$ cat src/shared/tpd_pkg.sv
// Shared constants and decoders for the timestamp, reference output and feedback divider registers.
package tpd_pkg;

  localparam int unsigned ADDR_W     = 15;
  localparam int unsigned DATA_W     = 8;
  localparam int unsigned FRAME_BITS = 24;
  localparam int unsigned HEAD_BITS  = 16;

  localparam logic [14:0] STAMP_CTRL_ADDR = 15'h003b;
  localparam logic [14:0] REFOUT_ADDR     = 15'h003c;
  localparam logic [14:0] FBDIV_A_ADDR    = 15'h003d;
  localparam logic [14:0] FBDIV_B_ADDR    = 15'h003e;

  localparam logic [7:0] STAMP_CTRL_RST = 8'h00;
  localparam logic [7:0] REFOUT_RST     = 8'h01;
  localparam logic [7:0] FBDIV_A_RST    = 8'h00;
  localparam logic [7:0] FBDIV_B_RST    = 8'h20;

  localparam int unsigned RECV_ON_BIT   = 0;
  localparam int unsigned PECL_BIT      = 1;
  localparam int unsigned REFOUT_EN_BIT = 0;
  localparam int unsigned VDIV_LSB      = 0;
  localparam int unsigned PDIV_LSB      = 2;
  localparam int unsigned NDIV_LSB      = 0;

  localparam logic [7:0] READ_UNMAPPED = 8'h00;

  // Reserved code 3 falls back to the default ratio so the loop never stops.
  function automatic logic [2:0] tpd_vlen(input logic [1:0] sel);
    unique case (sel)
      2'h1:    tpd_vlen = 3'h4;
      2'h2:    tpd_vlen = 3'h3;
      default: tpd_vlen = 3'h5;
    endcase
  endfunction

  function automatic logic [2:0] tpd_plen(input logic [1:0] sel);
    unique case (sel)
      2'h1:    tpd_plen = 3'h2;
      2'h2:    tpd_plen = 3'h4;
      default: tpd_plen = 3'h1;
    endcase
  endfunction

  // A programmed zero is treated as divide-by-1.
  function automatic logic [5:0] tpd_nlen(input logic [5:0] val);
    tpd_nlen = (val == 6'h00) ? 6'h01 : val;
  endfunction

endpackage

$ cat src/hdl/tpd_fb_divider.sv
// Three-stage feedback divider chain producing sampling and feedback ticks.
`timescale 1ns/1ps
`default_nettype none
module tpd_fb_divider (
  input  wire logic       clk,
  input  wire logic       resetn,
  input  wire logic       clkEn,
  input  wire logic       holdReset,
  input  wire logic [1:0] vSel,
  input  wire logic [1:0] pSel,
  input  wire logic [5:0] nDiv,
  output logic            sampleTick,
  output logic            feedbackTick
);

  logic [2:0] vCnt_reg;
  logic [2:0] vCnt_next;
  logic [1:0] pCnt_reg;
  logic [1:0] pCnt_next;
  logic [5:0] nCnt_reg;
  logic [5:0] nCnt_next;
  logic       sample_reg;
  logic       sample_next;
  logic       feedback_reg;
  logic       feedback_next;
  logic [2:0] vLen;
  logic [2:0] pLen;
  logic [5:0] nLen;
  logic       vWrap;
  logic       pWrap;
  logic       nWrap;

  always_comb
  begin
    vLen = tpd_pkg::tpd_vlen(vSel);
    pLen = tpd_pkg::tpd_plen(pSel);
    nLen = tpd_pkg::tpd_nlen(nDiv);
    vWrap = (vCnt_reg == vLen - 3'h1);
    pWrap = vWrap && ({1'b0, pCnt_reg} == pLen - 3'h1);
    nWrap = pWrap && (nCnt_reg == nLen - 6'h01);
    vCnt_next = vWrap ? 3'h0 : vCnt_reg + 3'h1;
    pCnt_next = pWrap ? 2'h0 : (vWrap ? pCnt_reg + 2'h1 : pCnt_reg);
    nCnt_next = nWrap ? 6'h00 : (pWrap ? nCnt_reg + 6'h01 : nCnt_reg);
    sample_next = pWrap;
    feedback_next = nWrap;
    if (holdReset)
    begin
      vCnt_next = 3'h0;
      pCnt_next = 2'h0;
      nCnt_next = 6'h00;
      sample_next = 1'b0;
      feedback_next = 1'b0;
    end
  end

  always_ff @(posedge clk)
  begin
    if (!resetn)
    begin
      vCnt_reg <= 3'h0;
      pCnt_reg <= 2'h0;
      nCnt_reg <= 6'h00;
      sample_reg <= 1'b0;
      feedback_reg <= 1'b0;
    end
    else if (clkEn)
    begin
      vCnt_reg <= vCnt_next;
      pCnt_reg <= pCnt_next;
      nCnt_reg <= nCnt_next;
      sample_reg <= sample_next;
      feedback_reg <= feedback_next;
    end
  end

  assign sampleTick = sample_reg;
  assign feedbackTick = feedback_reg;

  // Checker helpers: enabled cycles between sample ticks, sample ticks per feedback tick.
  logic [4:0] gapCnt;
  logic       gapSeen;
  logic [6:0] perFb;
  logic       fbSeen;

  always_ff @(posedge clk)
  begin
    if (!resetn || holdReset)
    begin
      gapCnt <= 5'h00;
      gapSeen <= 1'b0;
      perFb <= 7'h00;
      fbSeen <= 1'b0;
    end
    else if (clkEn)
    begin
      gapCnt <= sample_reg ? 5'h00 : gapCnt + 5'h01;
      gapSeen <= gapSeen | sample_reg;
      perFb <= feedback_reg ? {6'h00, sample_next} : perFb + {6'h00, sample_next};
      fbSeen <= fbSeen | feedback_reg;
    end
  end

  chk_sample_period: assert property (@(posedge clk) disable iff (!resetn)
    (clkEn && sampleTick && gapSeen && !holdReset) |->
      ({3'h0, gapCnt} + 8'h01 == {5'h00, vLen} * {5'h00, pLen}))
    else $error("Sampling tick spacing differs from V times P.");

  chk_v_range: assert property (@(posedge clk) disable iff (!resetn)
    vCnt_reg < vLen)
    else $error("First divider count exceeds its ratio.");

  chk_feedback_ratio: assert property (@(posedge clk) disable iff (!resetn)
    (clkEn && feedback_next && fbSeen && !holdReset) |-> (perFb + 7'h01 == {1'b0, nLen}))
    else $error("Feedback tick does not follow N sampling ticks.");

  chk_hold_quiet: assert property (@(posedge clk) disable iff (!resetn)
    (clkEn && holdReset) |=> (!sampleTick && !feedbackTick && vCnt_reg == 3'h0))
    else $error("Divider chain ran while held in reset.");

  cov_feedback_tick: cover property (@(posedge clk) disable iff (!resetn) feedbackTick);

endmodule
`default_nettype wire

$ cat src/hdl/tpd_regs.sv
// Serial-port register bank for timestamp input, reference output and feedback dividers.
`timescale 1ns/1ps
`default_nettype none
module tpd_regs (
  input  wire logic clk,
  input  wire logic resetn,
  input  wire logic clkEn,
  input  wire logic spiSclk,
  input  wire logic spiSelN,
  input  wire logic spiSdi,
  output logic      spiSdo,
  output logic      spiSdoOe,
  input  wire logic pllEnable,
  input  wire logic synthLoopReset,
  output logic      stampReceiverOn,
  output logic      stampPeclModeSel,
  output logic      stampSelfBiasOn,
  output logic      refoutEnable,
  output logic      sampleTick,
  output logic      feedbackTick
);

  typedef enum logic [0:0] {
    SPI_IDLE  = 1'b0,
    SPI_FRAME = 1'b1
  } tpd_spi_e;

  // Pin synchronisers: stage one is read only by stage two.
  logic [2:0] sclkSync;
  logic [1:0] selSync;
  logic [1:0] sdiSync;

  always_ff @(posedge clk)
  begin
    if (!resetn)
    begin
      sclkSync <= 3'h0;
      selSync <= 2'h3;
      sdiSync <= 2'h0;
    end
    else if (clkEn)
    begin
      sclkSync <= {sclkSync[1:0], spiSclk};
      selSync <= {selSync[0], spiSelN};
      sdiSync <= {sdiSync[0], spiSdi};
    end
  end

  logic sclkRise;
  logic sclkFall;
  logic selected;

  assign sclkRise = sclkSync[1] && !sclkSync[2];
  assign sclkFall = !sclkSync[1] && sclkSync[2];
  assign selected = !selSync[1];

  tpd_spi_e   state_reg;
  tpd_spi_e   state_next;
  logic [4:0] bitCnt_reg;
  logic [4:0] bitCnt_next;
  logic [22:0] shift_reg;
  logic [22:0] shift_next;
  logic [7:0] outSh_reg;
  logic [7:0] outSh_next;
  logic       sdo_reg;
  logic       sdo_next;
  logic       sdoOe_reg;
  logic       sdoOe_next;
  logic [7:0] stamp_reg;
  logic [7:0] stamp_next;
  logic [7:0] refout_reg;
  logic [7:0] refout_next;
  logic [7:0] divA_reg;
  logic [7:0] divA_next;
  logic [7:0] divB_reg;
  logic [7:0] divB_next;
  logic [7:0] readData;
  logic [14:0] headAddr;
  logic       isRead;

  // Frame: read flag, 15-bit address, 8 data bits, MSB first, sampled on rising SCLK.
  assign isRead = shift_reg[14];
  assign headAddr = {shift_reg[13:0], sdiSync[1]};

  always_comb
  begin
    unique case (headAddr)
      tpd_pkg::STAMP_CTRL_ADDR: readData = stamp_reg;
      tpd_pkg::REFOUT_ADDR:     readData = refout_reg;
      tpd_pkg::FBDIV_A_ADDR:    readData = divA_reg;
      tpd_pkg::FBDIV_B_ADDR:    readData = divB_reg;
      default:                  readData = tpd_pkg::READ_UNMAPPED;
    endcase
  end

  always_comb
  begin
    state_next = state_reg;
    bitCnt_next = bitCnt_reg;
    shift_next = shift_reg;
    outSh_next = outSh_reg;
    sdo_next = sdo_reg;
    sdoOe_next = sdoOe_reg;
    stamp_next = stamp_reg;
    refout_next = refout_reg;
    divA_next = divA_reg;
    divB_next = divB_reg;
    unique case (state_reg)
      SPI_IDLE:
      begin
        bitCnt_next = 5'h00;
        sdoOe_next = 1'b0;
        if (selected)
        begin
          state_next = SPI_FRAME;
        end
      end
      SPI_FRAME:
      begin
        if (!selected)
        begin
          state_next = SPI_IDLE;
          sdoOe_next = 1'b0;
        end
        else if (sclkRise && bitCnt_reg < 5'(tpd_pkg::FRAME_BITS))
        begin
          shift_next = {shift_reg[21:0], sdiSync[1]};
          bitCnt_next = bitCnt_reg + 5'h01;
          if (bitCnt_reg == 5'(tpd_pkg::HEAD_BITS - 1) && isRead)
          begin
            outSh_next = readData;
            sdoOe_next = 1'b1;
          end
          // Writes land only on a complete frame; a short frame changes nothing.
          if (bitCnt_reg == 5'(tpd_pkg::FRAME_BITS - 1) && !shift_reg[22])
          begin
            // Every bit, reserved ones included, is stored as written.
            unique case (shift_reg[21:7])
              tpd_pkg::STAMP_CTRL_ADDR: stamp_next = {shift_reg[6:0], sdiSync[1]};
              tpd_pkg::REFOUT_ADDR:     refout_next = {shift_reg[6:0], sdiSync[1]};
              tpd_pkg::FBDIV_A_ADDR:    divA_next = {shift_reg[6:0], sdiSync[1]};
              tpd_pkg::FBDIV_B_ADDR:    divB_next = {shift_reg[6:0], sdiSync[1]};
              default:                  stamp_next = stamp_reg;
            endcase
          end
        end
        else if (sclkFall && sdoOe_reg)
        begin
          sdo_next = outSh_reg[7];
          outSh_next = {outSh_reg[6:0], 1'b0};
        end
      end
    endcase
  end

  always_ff @(posedge clk)
  begin
    if (!resetn)
    begin
      state_reg <= SPI_IDLE;
      bitCnt_reg <= 5'h00;
      shift_reg <= 23'h000000;
      outSh_reg <= 8'h00;
      sdo_reg <= 1'b0;
      sdoOe_reg <= 1'b0;
      stamp_reg <= tpd_pkg::STAMP_CTRL_RST;
      refout_reg <= tpd_pkg::REFOUT_RST;
      divA_reg <= tpd_pkg::FBDIV_A_RST;
      divB_reg <= tpd_pkg::FBDIV_B_RST;
    end
    else if (clkEn)
    begin
      state_reg <= state_next;
      bitCnt_reg <= bitCnt_next;
      shift_reg <= shift_next;
      outSh_reg <= outSh_next;
      sdo_reg <= sdo_next;
      sdoOe_reg <= sdoOe_next;
      stamp_reg <= stamp_next;
      refout_reg <= refout_next;
      divA_reg <= divA_next;
      divB_reg <= divB_next;
    end
  end

  // Output controls and the divider settings the loop actually uses.
  logic [7:0] actA_reg;
  logic [7:0] actA_next;
  logic [7:0] actB_reg;
  logic [7:0] actB_next;
  logic       recv_reg;
  logic       pecl_reg;
  logic       bias_reg;
  logic       refo_reg;
  logic       recv_next;
  logic       pecl_next;
  logic       bias_next;
  logic       refo_next;

  always_comb
  begin
    recv_next = stamp_reg[tpd_pkg::RECV_ON_BIT];
    pecl_next = stamp_reg[tpd_pkg::PECL_BIT];
    bias_next = !stamp_reg[tpd_pkg::PECL_BIT];
    refo_next = refout_reg[tpd_pkg::REFOUT_EN_BIT] && pllEnable;
    // Frozen under loop reset; a divider rewrite with loop reset low reaches the running chain a cycle later.
    actA_next = synthLoopReset ? actA_reg : divA_reg;
    actB_next = synthLoopReset ? actB_reg : divB_reg;
  end

  always_ff @(posedge clk)
  begin
    if (!resetn)
    begin
      recv_reg <= 1'b0;
      pecl_reg <= 1'b0;
      bias_reg <= 1'b1;
      refo_reg <= 1'b0;
      actA_reg <= tpd_pkg::FBDIV_A_RST;
      actB_reg <= tpd_pkg::FBDIV_B_RST;
    end
    else if (clkEn)
    begin
      recv_reg <= recv_next;
      pecl_reg <= pecl_next;
      bias_reg <= bias_next;
      refo_reg <= refo_next;
      actA_reg <= actA_next;
      actB_reg <= actB_next;
    end
  end

  // Software is trusted to hold loop reset across divider writes; see the freeze above.
  tpd_fb_divider u_div (
    .clk          (clk),
    .resetn       (resetn),
    .clkEn        (clkEn),
    .holdReset    (synthLoopReset),
    .vSel         (actA_reg[tpd_pkg::VDIV_LSB +: 2]),
    .pSel         (actA_reg[tpd_pkg::PDIV_LSB +: 2]),
    .nDiv         (actB_reg[tpd_pkg::NDIV_LSB +: 6]),
    .sampleTick   (sampleTick),
    .feedbackTick (feedbackTick)
  );

  assign spiSdo = sdo_reg;
  assign spiSdoOe = sdoOe_reg;
  assign stampReceiverOn = recv_reg;
  assign stampPeclModeSel = pecl_reg;
  assign stampSelfBiasOn = bias_reg;
  assign refoutEnable = refo_reg;

  chk_recv_follow: assert property (@(posedge clk) disable iff (!resetn)
    clkEn |=> (stampReceiverOn == $past(stamp_reg[0])))
    else $error("Receiver enable does not follow control bit 0.");

  chk_pecl_bias: assert property (@(posedge clk) disable iff (!resetn)
    (stampPeclModeSel != stampSelfBiasOn) and (clkEn |=> stampPeclModeSel == $past(stamp_reg[1])))
    else $error("PECL mode and self-bias disagree.");

  chk_refout_gate: assert property (@(posedge clk) disable iff (!resetn)
    clkEn |=> (refoutEnable == $past(refout_reg[0] && pllEnable)))
    else $error("Reference output does not follow enable and PLL.");

  chk_refout_reset: assert property (@(posedge clk)
    (!resetn && clkEn) |=> (refout_reg == 8'h01 && !refoutEnable))
    else $error("Reference enable not set after reset.");

  chk_hold_apply: assert property (@(posedge clk) disable iff (!resetn)
    (synthLoopReset && clkEn) |=> (actA_reg == $past(actA_reg) && actB_reg == $past(actB_reg)))
    else $error("Divider settings changed under loop reset.");

  cov_write_frame: cover property (@(posedge clk) disable iff (!resetn)
    $changed(divA_reg));
  cov_read_frame: cover property (@(posedge clk) disable iff (!resetn)
    $rose(spiSdoOe));
  cov_refout_on: cover property (@(posedge clk) disable iff (!resetn)
    $rose(refoutEnable));

endmodule
`default_nettype wire

$ cat config.mk
export PLATFORM = sky130hd
export DESIGN_NAME = tpd_regs
export DESIGN_NICKNAME = d
export VERILOG_FILES = /design/src/shared/tpd_pkg.sv /design/src/hdl/tpd_fb_divider.sv /design/src/hdl/tpd_regs.sv
export SDC_FILE = /design/constraint.sdc
export NUM_CORES = 1
export LEC_CHECK = 0
export BUFFER_PORTS_ARGS = -buffer_cell sky130_fd_sc_hd__buf_2
export CAP_MARGIN = 40
export CELL_PAD_IN_SITES_DETAIL_PLACEMENT = 1
export CELL_PAD_IN_SITES_GLOBAL_PLACEMENT = 1
export CORE_AREA = 2 2 122 124
export DETAILED_ROUTE_END_ITERATION = 16
export DIE_AREA = 0 0 124 126
export PLACE_DENSITY_LB_ADDON = 0.1
export SYNTH_ARGS = -nofsm -noshare
export SYNTH_HDL_FRONTEND = slang
export SYNTH_SLANG_ARGS = --single-unit
$ cat constraint.sdc
create_clock -name clk -period 2.75 [get_ports clk]
set_input_delay 0.1375 -clock clk [delete_from_list [all_inputs] [get_ports clk]]
set_output_delay 0.1375 -clock clk [all_outputs]
set_load 0.05 [all_outputs]
### After elaboration in Yosys (flattened, before gate mapping)

Cells that the tools add are included.

* ROM bits: 0
* flip-flop bits (word level): 105
* memory bits (writable): 0
* bits in latches: 0
* memories kept: 0
* output and inout bits: 8
* input port bits: 8
* logic and storage cells: 112

* bitwise operators: 4
* equality and inequality tests: 22
* multiply operators: 0
* order comparisons: 1
* reduce and logical (&&, ||, !) cells: 29
* $add $sub $neg: 7
* shift operators: 0
* multiplexer cells: 25
* div/mod/pow operators: 0

Operators by type and width (number)
* $eq A15 B6 Y1 const B: 8
* $pmux W8 S4: 1
* $mux W6: 4
* $mux W8: 3
* $reduce_and A6 Y1: 4
* $pmux W3 S2: 2
* $mux W5: 2
* $pmux W5 S2: 1
* $reduce_and A5 Y1: 2
* $logic_and A1 B1 Y1: 9
* $add A6 B1 Y6 const B: 1
* $eq A6 B6 Y1: 1
* $logic_not A6 Y1: 1
* $mux W1: 6
* $mux W2: 3
* $mux W3: 2
* $ne A3 B2 Y1 const B: 2
* $reduce_and A2 Y1: 3
* $reduce_and A3 Y1: 2
* $reduce_bool A3 Y1: 2
* $sub A3 B1 Y3 const B: 2
* $sub A6 B1 Y6 const B: 1
* $add A5 B1 Y5 const B: 1
* $eq A5 B4 Y1 const B: 1
* other kinds (15): 24

### Longest topological paths before layout

* depth after elaboration: 8
* mapped depth: 9
* gate-level depth less buffers: 8

### Hierarchy

Synthesis repeated with hierarchy kept, for this count alone.

* cells, all modules: 615
* area, all modules: 5142.4 um^2

Modules (own cells, without submodules)
* tpd_regs: times used 1, cells an instance 503, seq. area each 1841.8 um^2, area each 4226.6 um^2
* tpd_fb_divider: times used 1, cells an instance 112, seq. area each 260.2 um^2, area each 915.9 um^2

### Worst setup path before layout

No wires, ideal clock.

* kind: register -> register
* start: reg actB_reg[1]
* end: reg u_div.nCnt_reg[2]
* data required time: 2.628 ns
* period minus slack after synthesis: 2.079 ns
* buffers on the path: 1
* library setup time: 0.122 ns
* arrival time: 1.957 ns
* path slack: 0.671 ns
* cell stages (with the launch flop): 8
* cell sequence: dfxtp_1 buf_2 or4_4 o22ai_2 a221oi_2 a311oi_4 a2111oi_0 a221o_1

* longest elaborated chain between the ends: 7
* elaborated cells on any way between the ends: 9
* classes of those cells: add/sub (1); eq/ne (1); mux (3); reduce/logical (4)

RTL lines
* start, declared: RTL line tpd_regs.sv:189 `logic [7:0] actB_reg;`
* start signal, assigned: RTL line tpd_regs.sv:220 `actB_reg <= tpd_pkg::FBDIV_B_RST;`
* start signal, assigned: RTL line tpd_regs.sv:229 `actB_reg <= actB_next;`
* $logic_not A6 Y1: RTL line tpd_pkg.sv:47 `tpd_nlen = (val == 6'h00) ? 6'h01 : val;`
* $mux W6 *: RTL line tpd_pkg.sv:47
* $sub A6 B1 Y6 *: RTL line tpd_fb_divider.sv:40 `nWrap = pWrap && (nCnt_reg == nLen - 6'h01);`
* $eq A6 B6 Y1 *: RTL line tpd_fb_divider.sv:40
* $logic_and A1 B1 Y1 *: RTL line tpd_fb_divider.sv:40
* $reduce_bool A3 Y1 (no source line) / $mux W6 (equally long branches)
* $reduce_and A2 Y1 (no source line) / $mux W6 (equally long branches)
* end signal, assigned: RTL line tpd_fb_divider.sv:70 `nCnt_reg <= nCnt_next;`
* end, declared: RTL line tpd_fb_divider.sv:20 `logic [5:0] nCnt_reg;`

Mark *: on every way between the ends. The rest lies on a longest branch, timed or not.
A chain may end at the register's enable or synchronous reset.

### Final worst setup path

* start: reg shift_reg[15]
* end: reg refout_reg[0]

* longest elaborated chain between the ends: 2

RTL lines
* start, declared: RTL line tpd_regs.sv:61 `logic [22:0] shift_reg;`
* start signal, assigned: RTL line tpd_regs.sv:175 `shift_reg <= shift_next;`
* $eq A15 B6 Y1: RTL line tpd_regs.sv:138 `unique case (shift_reg[21:7])`
* $reduce_and A6 Y1 (no source line)
* end signal, assigned: RTL line tpd_regs.sv:167 `refout_reg <= tpd_pkg::REFOUT_RST;`
* end signal, assigned: RTL line tpd_regs.sv:180 `refout_reg <= refout_next;`
* end, declared: RTL line tpd_regs.sv:71 `logic [7:0] refout_reg;`

Every way passes these cells.

==> metrics.cfg <==
[sta]
setup_ws_ns=0.4098
timing.fmax_ghz=0.4273
drv_slew=0
worstMarginPinSlew_ns=0.6513
finalHoldViolations=0
rsz0062_at_grt=no
layout_min_cycle_time_ns=2.340
setup_viol=0
timing.setup.tns_ns=0
skew_ns=0.007302
finalCritPeriodShare_pct=85.10
relSlewSlack_pct=56.12

[clock_tree]
path_clk_slew_ns=0.07
numCtsBuffers=9
cts_sinks=105
cts_buffer_depth=2
clock_latency_ns=0.36
cts_tree=done
cts_resized=0
cts-root-buf=clkbuf_16
cts_max_level=3

[drt]
drc=0
drt_iter0_drc=199
detail-route-antenna-nets=0
firstDrtPassIters=4
wl_per_cell_um=16.12
finalWirelength_mm=11.98
via_per_inst=5.145
num_vias=3823

[grt]
grt_pass1_wl_mm=19.64
track_usage_pct=16.24
grt_pass1_vias=3764
antenna_found_initial=0
grt_max_degree=74
grt.overflow.total=0

[floorplanning]
start_util_pct=34.14
die_area_sq_um=15620
die_height_um=126
core-area_sq_um=14310
die-width_um=124
core.rowCount=44
io_pins=16

[placement]
placedCellCount=727
dp_hpwl_mm=8.287
placed_area_sq_um=5169
portBuffers=15
dpl_worst_slack_ns=0.4081
place_congestion=0.7385

[synth]
synth_area_leaders=dfxtp_1 (43%), nand2_1 (8.4%), mux2i_1 (8.4%)
synth_seq_cells=105
synth_edf_count=0
ys_async_sr_fraction_pct=0
yosysTopAreaCellShare_pct=43.01
syn-cell-area_sq_um=4887
syn-num-nets=562
ys.warnings.count=0
ys_seq_area_share_pct=43.01
avgSynthCellArea_sq_um=8.935
synth_ff_type=dfxtp_1
synth_cell_types=58
synth_area_leader_cell=dfxtp_1
syn_inst=547

[cells_and_area]
multi_input_area_sq_um=2606
largest_reg_flops=23
postLayoutCellArea_sq_um=5459
finish.utilization_pct=38.14
final_nets=570
regArea_sq_um=2102
area_delta_synth_final_pct=11.70
drive_gt1_share_pct=9.123
stdcell_count=743
diodes=0
fill_cells=1681

[worst_hold_path]
hold_end=sclkSync[0]
hold_path.class=primary input to flop
min_from=spiSclk
holdPathStages=3

[power]
pwr_density_cell_nw_per_um2=526.2
leakage_nw=1.835
ir_drop_mv=0.2809

[worst_setup_path]
r2r-end=refout_reg[0]
r2r_start=shift_reg[15]
critPathKind=flop to flop
end_kind=flop
critPathMaxFanout=8
crit_required_ns=2.99
arrival_ns=2.58
reg2regPathDepth=6
start_kind=flop
reg2reg_slack_ns=0.41

[run]
cap_violations=0

[status]
status=completed

-- cells by family (layout without fill, tap and decap cells) --
| kind of cell | Yosys count | in the layout | synth area share (%) |
|---|---|---|---|
| AND/OR/NAND/NOR | 241 | 241 | 25.01 |
| flip-flops | 105 | 105 | 43.01 |
| AO/OA/AOI/OAI | 102 | 102 | 16.87 |
| buffers and inverters | 44 | 56 | 3.661 |
| multiplexers | 41 | 41 | 8.397 |
| adder cells (fa/ha/maj) | 7 | 7 | 1.792 |
| XOR/XNOR | 7 | 7 | 1.255 |
-- cells in the final DEF (no fill, tap or decap), types with 5 or more instances in the layout --
| master | instances |
|---|---|
| a21oi_1 | 5 |
| nor2b_1 | 48 |
| buf_2 | 15 |
| dfxtp_1 | 105 |
| nor3_1 | 7 |
| inv_1 | 12 |
| o21ai_0 | 15 |
| nor3b_1 | 5 |
| nand3_1 | 9 |
| nand2_1 | 110 |
| a21boi_0 | 39 |
| clkbuf_16 | 9 |
| o2111a_1 | 7 |
| mux2i_1 | 41 |
| a222oi_1 | 7 |
| nand4_1 | 9 |
| buf_4 | 12 |
| nor2_1 | 19 |
| ha_1 | 7 |
| nand3b_1 | 7 |
-- synth_stat cells, drive strengths merged, types with 3 or more instances --
cell type / count
nand3: 9
xor2: 3
o2111a: 7
nor2: 19
ha: 7
a21oi: 6
nor4b: 4
nor2b: 48
dfxtp: 105
a222oi: 7
buf: 8
nand2: 110
nand3b: 7
nand4: 9
o21ai: 15
nor3: 8
a21boi: 39
clkbuf: 24
nor4: 3
mux2i: 41
and2: 3
xnor2: 4
inv: 12
or4: 3
nor3b: 5
nand2b: 4
-- report_power, final --
part / switching (mW) / internal [mW]
clock network: 0.576 / 0.661
registers: 0.00826 / 1.53
logic: 0.0586 / 0.0416
-- per-layer routing --
layer  part of all wire (%)  track usage (%)  wire (um)
met1                     48            20.63       5741
met2                     48            27.02       5789
met3                    2.6            4.484        317
met4                    1.1            4.296        128
met5                      0                0          0
-- worst max-delay path by stage --
stage | from | to | slack [ns] | cells past startpoint
after global placement | shift_reg[15] | refout_reg[0] | 0.45 | 6
after detailed placement | shift_reg[15] | refout_reg[0] | 0.41 | 6
after CTS | shift_reg[15] | refout_reg[0] | 0.39 | 6
after floorplan | actB_reg[1] | u_div.nCnt_reg[2] | 0.67 | 7
after global routing | actA_reg[1] | u_div.nCnt_reg[2] | 0.17 | 8
final | shift_reg[15] | refout_reg[0] | 0.41 | 6
-- stage by stage --
stage                     power (mW)  hold slack (ns)
after floorplan                1.641           0.2659
after global placement         1.671           0.3537
after detailed placement       1.673           0.3681
after CTS                      2.928          0.02998
after global routing           3.003          0.03718
final                          2.872          0.04200
-- critical path: stages (launching register included) --
cell	delay, ns
dfxtp_1	0.32
or4b_1	0.53
nor3_1	0.29
nand4_1	0.19
or3_1	0.59
mux2i_1	0.25
nand2_1	0.07
-- cell type report --
type,count,share of cell area (%)
flip-flops and latches,105,38.51
clock inverters,4,0.5042
well taps,184,4.217
inverters,12,0.8251
repair buffers,29,3.576
clock buffers,11,4.630
multi-input cells,398,47.74
-- repair_timing --
action / in CTS / in global routing
endpoints found under the hold margin: 1 / 0
hold buffers: 1 / 0
buffers inserted: 0 / 0
(Power assumes the default switching activity.)
